--- src/pkg/rperr_consts.svh ---
// Register offsets, field positions and reset values of the root port error log bank
`ifndef RPERR_CONSTS_SVH
`define RPERR_CONSTS_SVH
`define RPERR_OFF_CMD 12'h12C
`define RPERR_OFF_MSGSTS 12'h130
`define RPERR_OFF_SRCID 12'h134
`define RPERR_OFF_CAPHDR 12'h140
`define RPERR_OFF_UNITERR 12'h144
`define RPERR_BIT_FIRST_CORR 0
`define RPERR_BIT_NEXT_CORR 1
`define RPERR_BIT_FIRST_UNC 2
`define RPERR_BIT_NEXT_UNC 3
`define RPERR_BIT_FIRST_SEVERE 4
`define RPERR_BIT_NONFATAL 5
`define RPERR_BIT_FATAL 6
`define RPERR_MSGSTS_W1C_MASK 32'h0000007F
`define RPERR_UNITERR_MASK 32'h0000000F
`define RPERR_CMD_MASK 32'h00000007
`define RPERR_RESET_ZERO 32'h00000000
`endif

--- src/pkg/rperr_pkg.sv ---
// Types shared by the root port error log bank
package rperr_pkg;
   // Error message received from a downstream device
   typedef struct packed {
      logic valid;
      logic [1:0] severity;
      logic [15:0] requester;
   } rperr_msg_t;
   typedef enum logic [1:0] {
      RPERR_SEV_CORR = 2'h0,
      RPERR_SEV_NONFATAL = 2'h1,
      RPERR_SEV_FATAL = 2'h2
   } rperr_sev_t;
   // Configuration access
   typedef struct packed {
      logic rd;
      logic wr;
      logic [11:0] addr;
      logic [31:0] wdata;
      logic [3:0] be;
   } rperr_cfg_t;
   // Internal unit fault pulses
   typedef struct packed {
      logic virtual_pin_if_fault;
      logic io_unit_failure;
      logic crossing_uncorrectable_ecc;
      logic crossing_correctable_ecc;
   } rperr_unit_t;
endpackage

--- src/core/rperr_regs.sv ---
// Root port error message status, source ID, capability header and unit error registers
// Notes on behaviour
// - Message status bits 31:27 read the MSI vector offset, read only.
// - Fatal error message sets sticky clearable bit 6.
// - Non-fatal error message sets sticky clearable bit 5.
// - Bit 4 set when first logged uncorrectable message is fatal.
// - Uncorrectable message sets bit 2 when bit 2 is clear.
// - Uncorrectable message while bit 2 set sets bit 3.
// - Correctable message sets bit 0 when bit 0 is clear.
// - Correctable message while bit 0 set sets bit 1.
// - First uncorrectable message captures requester ID into source bits 31:16.
// - First correctable message captures requester ID into source bits 15:0.
// - Capability header bits 31:20 give the next capability pointer.
// - Header bits 19:16 version, bits 15:0 extended capability code.
// - Virtual pin interface fault sets unit bit 3, treated fatal.
// - I/O unit failure sets unit bit 2, treated fatal.
// - Crossing uncorrectable ECC sets unit bit 1, treated fatal.
// - Crossing correctable ECC sets unit bit 0, treated correctable.
// - Severity interrupt raised only when its command enable bit is set.
`timescale 1ns/10ps
`include "rperr_consts.svh"
module rperr_regs
   import rperr_pkg::*;
#(
   parameter logic [4:0] MSI_VECTOR_OFFSET = 5'h00,
   parameter logic [11:0] NEXT_CAP_LINK = 12'h000,
   // Arbitrary value
   parameter logic [3:0] CAP_VERSION = 4'h0,
   // Arbitrary value
   parameter logic [15:0] EXT_CAP_CODE = 16'h0000
) (
   // Clock and resets
   input wire logic clk,
   input wire logic reset_n,
   input wire logic warm_reset_n,
   // Configuration access
   input wire rperr_cfg_t cfg,
   output logic [31:0] cfg_rdata,
   output logic cfg_ack,
   // Received error messages and unit faults
   input wire rperr_msg_t msg,
   input wire rperr_unit_t unit,
   // Severity interrupt requests
   output logic irq_fatal,
   output logic irq_uncorrectable,
   output logic irq_correctable,
   // Unit fault classification
   output logic unit_fatal,
   output logic unit_correctable
);
   // Two kinds of state live here. The log (status flags, source IDs, unit flags)
   // is sticky and only the power-on reset clears it; the command enables, the
   // read answer and the interrupt pulses follow the ordinary reset as well.
   // Hardware events always beat a software write in the same cycle, so a clear
   // that races an incoming error never hides it.

   // Command enables: fatal, uncorrectable, correctable
   logic [2:0] cmd_d;
   logic [2:0] cmd_q;
   // Message status flags, kept in the clearable bit bank
   logic [6:0] sts_set;
   logic [6:0] sts_clr;
   logic [6:0] sts;
   // Requester IDs of the first errors of each class
   logic [15:0] unc_id_d;
   logic [15:0] unc_id_q;
   logic [15:0] corr_id_d;
   logic [15:0] corr_id_q;
   // Internal unit fault flags
   logic [3:0] unit_d;
   logic [3:0] unit_q;
   // Registered read answer
   logic [31:0] rdata_d;
   logic [31:0] rdata_q;
   logic ack_d;
   logic ack_q;
   // Interrupt request pulses: fatal, uncorrectable, correctable
   logic [2:0] irq_d;
   logic [2:0] irq_q;
   // Message class of the current cycle
   logic is_unc;
   logic is_corr;
   logic is_fatal;
   logic is_nonfatal;
   // Writes decoded per register
   logic wr_cmd;
   logic wr_sts;
   logic wr_unit;
   // Whole register words as software sees them
   logic [31:0] cmd_word;
   logic [31:0] sts_word;
   logic [31:0] srcid_word;
   logic [31:0] cap_word;
   logic [31:0] unit_word;

   // Byte enables widened to a bit mask, so a partial write touches only its lanes
   function automatic logic [31:0] rperr_bemask(input logic [3:0] be);
      return {{8{be[3]}}, {8{be[2]}}, {8{be[1]}}, {8{be[0]}}};
   endfunction

   // True when the access is a write aimed at the given offset
   function automatic logic rperr_hit(input rperr_cfg_t c, input logic [11:0] off);
      return c.wr && (c.addr == off);
   endfunction

   // Classify the received message; an undefined severity code is handled as
   // uncorrectable and non-fatal, so it is logged rather than dropped
   always_comb begin
      is_fatal = msg.valid && (msg.severity == RPERR_SEV_FATAL);
      is_corr = msg.valid && (msg.severity == RPERR_SEV_CORR);
      is_unc = msg.valid && (msg.severity != RPERR_SEV_CORR);
      is_nonfatal = is_unc && !is_fatal;
   end

   // Writes to each register; command and unit writes ride on the low byte lane
   always_comb begin
      wr_cmd = rperr_hit(cfg, `RPERR_OFF_CMD) && cfg.be[0];
      wr_sts = rperr_hit(cfg, `RPERR_OFF_MSGSTS);
      wr_unit = rperr_hit(cfg, `RPERR_OFF_UNITERR) && cfg.be[0];
   end

   // Status set terms; first and further flags judge the stored first flag, so
   // one message never sets both of a pair
   always_comb begin
      sts_set = '0;
      sts_set[`RPERR_BIT_FATAL] = is_fatal;
      sts_set[`RPERR_BIT_NONFATAL] = is_nonfatal;
      sts_set[`RPERR_BIT_FIRST_SEVERE] = is_fatal && !sts[`RPERR_BIT_FIRST_UNC];
      sts_set[`RPERR_BIT_NEXT_UNC] = is_unc && sts[`RPERR_BIT_FIRST_UNC];
      sts_set[`RPERR_BIT_FIRST_UNC] = is_unc && !sts[`RPERR_BIT_FIRST_UNC];
      sts_set[`RPERR_BIT_NEXT_CORR] = is_corr && sts[`RPERR_BIT_FIRST_CORR];
      sts_set[`RPERR_BIT_FIRST_CORR] = is_corr && !sts[`RPERR_BIT_FIRST_CORR];
   end

   // Status clear terms; only written ones on enabled lanes clear, reserved bits masked
   always_comb begin
      sts_clr = '0;
      if (wr_sts) begin
         sts_clr = 7'(cfg.wdata & rperr_bemask(cfg.be) & `RPERR_MSGSTS_W1C_MASK);
      end
   end

   // Clearable flags; reached only by the power-on reset, so they are sticky
   rperr_w1c_bits #(
      .WIDTH(7)
   ) u_sts (
      .clk(clk),
      .reset_n(reset_n),
      .set(sts_set),
      .clr(sts_clr),
      .flags(sts)
   );

   // Source IDs latch only while the matching first flag is clear; a later message
   // of the same class leaves the first source in place for software
   always_comb begin
      unc_id_d = unc_id_q;
      corr_id_d = corr_id_q;
      if (is_unc && !sts[`RPERR_BIT_FIRST_UNC]) begin
         unc_id_d = msg.requester;
      end
      if (is_corr && !sts[`RPERR_BIT_FIRST_CORR]) begin
         corr_id_d = msg.requester;
      end
   end

   // Source IDs: power-on reset only, ordinary resets keep the log
   always_ff @(posedge clk or negedge reset_n) begin
      if (!reset_n) begin
         unc_id_q <= 16'h0000;
         corr_id_q <= 16'h0000;
      end else begin
         unc_id_q <= unc_id_d;
         corr_id_q <= corr_id_d;
      end
   end

   // Unit flags take a written value, then any fault of this cycle is ORed in, so a
   // fault that meets a clearing write is still recorded
   always_comb begin
      unit_d = unit_q;
      if (wr_unit) begin
         unit_d = 4'(cfg.wdata & `RPERR_UNITERR_MASK);
      end
      unit_d[3] = unit_d[3] | unit.virtual_pin_if_fault;
      unit_d[2] = unit_d[2] | unit.io_unit_failure;
      unit_d[1] = unit_d[1] | unit.crossing_uncorrectable_ecc;
      unit_d[0] = unit_d[0] | unit.crossing_correctable_ecc;
   end

   // Unit flags: power-on reset only
   always_ff @(posedge clk or negedge reset_n) begin
      if (!reset_n) begin
         unit_q <= 4'h0;
      end else begin
         unit_q <= unit_d;
      end
   end

   // Command enables; bits above the three enables are not stored
   always_comb begin
      cmd_d = cmd_q;
      if (wr_cmd) begin
         cmd_d = 3'(cfg.wdata & `RPERR_CMD_MASK);
      end
   end

   // Command enables are not sticky: the ordinary reset clears them too
   always_ff @(posedge clk or negedge reset_n) begin
      if (!reset_n) begin
         cmd_q <= 3'h0;
      end else if (!warm_reset_n) begin
         cmd_q <= 3'h0;
      end else begin
         cmd_q <= cmd_d;
      end
   end

   // Interrupt requests gate each class with its stored enable; an enable written
   // in the same cycle as a message takes effect from the next message on.
   // A fatal message is also uncorrectable, so it may raise two requests at once
   always_comb begin
      irq_d = 3'h0;
      irq_d[2] = is_fatal && cmd_q[2];
      irq_d[1] = is_unc && cmd_q[1];
      irq_d[0] = is_corr && cmd_q[0];
   end

   // Interrupt pulses last one cycle and are dropped by either reset
   always_ff @(posedge clk or negedge reset_n) begin
      if (!reset_n) begin
         irq_q <= 3'h0;
      end else if (!warm_reset_n) begin
         irq_q <= 3'h0;
      end else begin
         irq_q <= irq_d;
      end
   end

   // Register words as read; every word starts from zero, so reserved bits read zero
   always_comb begin
      // Command word
      cmd_word = `RPERR_RESET_ZERO;
      cmd_word[2:0] = cmd_q;
      // Message status word
      sts_word = `RPERR_RESET_ZERO;
      sts_word[31:27] = MSI_VECTOR_OFFSET;
      sts_word[6:0] = sts;
      // Source ID word
      srcid_word = `RPERR_RESET_ZERO;
      srcid_word[31:16] = unc_id_q;
      srcid_word[15:0] = corr_id_q;
      // Capability header word, fixed at build time
      cap_word = `RPERR_RESET_ZERO;
      cap_word[31:20] = NEXT_CAP_LINK;
      cap_word[19:16] = CAP_VERSION;
      cap_word[15:0] = EXT_CAP_CODE;
      // Unit fault word
      unit_word = `RPERR_RESET_ZERO;
      unit_word[3:0] = unit_q;
   end

   // Read mux; unmapped offsets and writes answer zero, so read data is clean
   // whenever no read is being answered
   always_comb begin
      rdata_d = `RPERR_RESET_ZERO;
      ack_d = cfg.rd || cfg.wr;
      if (cfg.rd) begin
         unique case (cfg.addr)
            `RPERR_OFF_CMD: rdata_d = cmd_word;
            `RPERR_OFF_MSGSTS: rdata_d = sts_word;
            `RPERR_OFF_SRCID: rdata_d = srcid_word;
            `RPERR_OFF_CAPHDR: rdata_d = cap_word;
            `RPERR_OFF_UNITERR: rdata_d = unit_word;
            default: rdata_d = `RPERR_RESET_ZERO;
         endcase
      end
   end

   // Answer registers; a read in flight when the ordinary reset hits is dropped
   always_ff @(posedge clk or negedge reset_n) begin
      if (!reset_n) begin
         rdata_q <= 32'h00000000;
         ack_q <= 1'b0;
      end else if (!warm_reset_n) begin
         rdata_q <= 32'h00000000;
         ack_q <= 1'b0;
      end else begin
         rdata_q <= rdata_d;
         ack_q <= ack_d;
      end
   end

   // Outputs straight from flops
   assign cfg_rdata = rdata_q;
   assign cfg_ack = ack_q;
   assign irq_fatal = irq_q[2];
   assign irq_uncorrectable = irq_q[1];
   assign irq_correctable = irq_q[0];
   // Unit fault classes; a flag stays visible here until software clears it
   assign unit_fatal = |unit_q[3:1];
   assign unit_correctable = unit_q[0];
endmodule

--- src/core/rperr_w1c_bits.sv ---
// Sticky status bits with set priority over write-one-to-clear
`timescale 1ns/10ps
module rperr_w1c_bits
   import rperr_pkg::*;
#(
   parameter int WIDTH = 7
) (
   // Clock and power-on reset
   input wire logic clk,
   input wire logic reset_n,
   // Set and clear requests
   input wire logic [WIDTH-1:0] set,
   input wire logic [WIDTH-1:0] clr,
   // Stored flags
   output logic [WIDTH-1:0] flags
);
   logic [WIDTH-1:0] flags_d;
   logic [WIDTH-1:0] flags_q;

   // Set wins so an event in the clearing cycle is never lost
   always_comb begin
      flags_d = (flags_q & ~clr) | set;
   end

   // Only power-on reset reaches these flops
   always_ff @(posedge clk or negedge reset_n) begin
      if (!reset_n) begin
         flags_q <= '0;
      end else begin
         flags_q <= flags_d;
      end
   end

   assign flags = flags_q;
endmodule

--- config.mk ---
export PLATFORM = sky130hd
export DESIGN_NAME = rperr_regs
export DESIGN_NICKNAME = d
export VERILOG_FILES = /design/src/pkg/rperr_pkg.sv /design/src/core/rperr_regs.sv /design/src/core/rperr_w1c_bits.sv
export VERILOG_INCLUDE_DIRS = /design/src /design/src/pkg
export SDC_FILE = /design/constraint.sdc
export NUM_CORES = 1
export LEC_CHECK = 0
export ABC_AREA = 0
export ABC_CLOCK_PERIOD_IN_PS = 1450
export BUFFER_PORTS_ARGS = -buffer_cell sky130_fd_sc_hd__buf_2
export CORE_UTILIZATION = 44
export CTS_CLUSTER_DIAMETER = 80
export DETAILED_ROUTE_END_ITERATION = 10
export PLACE_DENSITY_LB_ADDON = 0.05
export SLEW_MARGIN = 5
export SYNTH_ARGS = -nofsm -noshare
export SYNTH_HDL_FRONTEND = slang
export SYNTH_SLANG_ARGS = --single-unit
export TNS_END_PERCENT = 50
--- constraint.sdc ---
create_clock -name clk -period 1.45 [get_ports clk]
set_input_delay 0.2175 -clock clk [delete_from_list [all_inputs] [get_ports clk]]
set_output_delay 0.2175 -clock clk [all_outputs]
set_load 0.01 [all_outputs]
==> run metrics <==
gpl congestion 0.912; Synth top cells by count dfrtp_1, mux2_2, and2_1; vias in the first global route 2407; post-synth top area cell dfrtp_1; maximum vdd drop roughly 0.73 mV; row count 30; Post-Syn Nets between 300 and 400; crit share post-route 99.9%; Gate power share between 10 and 15%; WL final 6.65 mm; CP Launch Type input port; HPWL Detailed 4.91 mm; Pre-antenna DRT Iters 4; clock skew between 0.007 and 0.008 ns; Slew @ Worst Pin 0.548 ns; I/O Buffers 85; Setup-failing EPs final 0; root buffer cell clkbuf_8; Pint 3.86 mW; Sw Ratio 25.3%; height of the chip slightly below 90 um; final setup TNS 0 ns; Tot GR Track Use a little under a fifth; Fillers about 600; antenna-violating nets left 0; Slew HR 63.4%; Overall Power ~5.2 mW; Psw 1.31 mW; via/cell ratio 5.03; Area contributors post-synth dfrtp_1, mux2_2, and2_1; synth warn 0; Worst EP required around 1.7 ns; Max Root-Sink Buffers 2; Worst Hold Depth 2; CORE AREA 6940 um^2; maxcap violations 0; Power Density 1220 nW/um^2; Synth Instances 237; Synth top area share 63.4%; CTS tree yes; ys async rst share 100%; sequential share of the synthesized area 63.4%; Total Nets Final 433; via count approximately 2300; fmax 0.691 GHz; Post-Syn Area 3240 um^2; worst-path fanout max 6; Post-synth EDFFs 0; RSZ-0062 raised after global routing yes; hold_ws 0.0613 ns; Seq pwr share about 58%; cell leakage power 2.08 nW; Distinct cells, synth 37; DIE WIDTH 87.8 um; Final min period 1.45 ns; 1st-iter DRT viols 152; max-slew violations 0; crit end category flip-flop; remaining global-route overflow 0; Setup CP Type in2reg; n_diodes 0; first-pass GRT wire length 11.0 mm; Worst-path clk slew 0.08 ns; fraction of layout cells with a size suffix above 1 49.2%; R2R depth 4; total CTS buffers 9; run status finished clean; drt wl/cell 14.5 um; Placement Cell Area 4030 um^2; die footprint approximately 7700 um^2; Worst Path Arrival 1.72 ns; initial cell density of the core 46.6%; Worst-Skew Late Latency about 0.35 ns; final worst slack 0.00205 ns; worst slack, placed -0.280 ns; H-tree Lvls 3; Post-Syn Area per Cell 13.7 um^2; clock share of power 28.5%; design area 4240 um^2; predominant post-synthesis flop cell dfrtp_1; clock sinks 82; Final Hold Viols 0; Layout area overhead 31.1%; I/O pins 114; DRC Markers 0; largest net degree at the start of global routing 30; initial antenna violation count 0; Hold Path Class in2reg; FF+latch count, synth 82; most common cell in the synthesized netlist dfrtp_1
[state kept, by name, summed over array words and instances, names as in the netlist]
| register | flops |
|---|---|
| unc_id_q | 16 |
| cmd_q | 3 |
| irq_q | 3 |
| u_sts.flags | 7 |
| corr_id_q | 16 |
| unit_q | 4 |
| cfg_ack | 1 |
| cfg_rdata | 32 |
[critical path: stages]
cell and delay (ns):
buf_2 0.12, or4_4 0.57, nor3_4 0.36, buf_4 0.17, buf_4 0.11, a22oi_1 0.07
nor2_1 0.10
[per-stage QoR]
stage,cells,util [%]
after detailed placement,438,58.0
after global routing,458,61.1
after global placement,438,58.0
after CTS,457,60.9
final,458,61.1
after floorplan,237,-
[placed cells by master, fill, tap and decap left out, drive strengths merged, types with 4 or more instances in the layout]
cell type | Yosys | final
buf | 5 | 118
dfrtp | 82 | 82
mux2 | 32 | 32
and2 | 28 | 28
nand2 | 10 | 10
clkbuf | 5 | 10
a22oi | 6 | 6
nor2 | 5 | 5
nand3 | 5 | 5
a22o | 4 | 4
and3 | 4 | 4
nand4 | 4 | 4
o21ai | 4 | 4
nand3b | 4 | 4
inv | 2 | 4
[kinds of logic after synthesis]
kind of cell    Yosys count  share of synthesized area [%]
mux                      32                           11.1
simple gates             79                           16.5
flops                    82                           63.4
compound gates           32                           7.46
buf+inv                  12                           1.58
[timing repair]
action,4_1_cts,5_1_grt
pin swaps,1,2
buffers inserted,2,1
endpoints found under the hold margin,42,0
gates resized for setup,0,2
hold buffers,1,0
setup endpoints to repair,1,2
[layer usage]
metal / routed length, um / vias up / GRT usage, %
met5: 0 / - / 0
met4: 102 / 0 / 7.45
met3: 501 / 11 / 5.94
met2: 3060 / 76 / 28.5
met1: 2990 / 1122 / 25.3
li1: - / 1096 / -
[cell type report]
type                            instances  area [um^2]  share of cell area (%)
Sequential cell                        82         2050                    48.3
Multi-Input combinational cell        143         1160                    27.4
Timing Repair Buffer                  119          723                    17.0
Inverter                                2         7.51                   0.177
Clock inverter                          6         51.3                    1.21
Clock buffer                           10          128                    3.01
Tap cell                               96          120                    2.83
[worst paths after layout]
| path | from | end | slack (ns) |
|---|---|---|---|
| setup / recovery | cfg[36] | cfg_rdata[4] | 0.002 |
| hold / removal | unit[3] | unit_q[3] | 0.06 |
| setup reg to reg | u_sts.flags[2] | unc_id_q[2] | 0.16 |
| hold reg to reg | unc_id_q[14] | cfg_rdata[30] | 0.47 |
| max in group asynchronous | reset_n | cfg_rdata[17] | 0.66 |
| min in group asynchronous | reset_n | irq_q[2] | 0.27 |
[power groups by stage]
stage          sequential, mW  clock [mW]  combinational (mW)
2_1_floorplan            2.95           0               0.483
3_3_place_gp             3.02           0               0.699
3_5_place_dp             3.04           0               0.723
4_1_cts                  2.99        1.53               0.727
5_1_grt                  3.05        1.63               0.798
6_report                 2.99        1.47               0.712
Note: power is estimated with default switching activity, not from simulation.
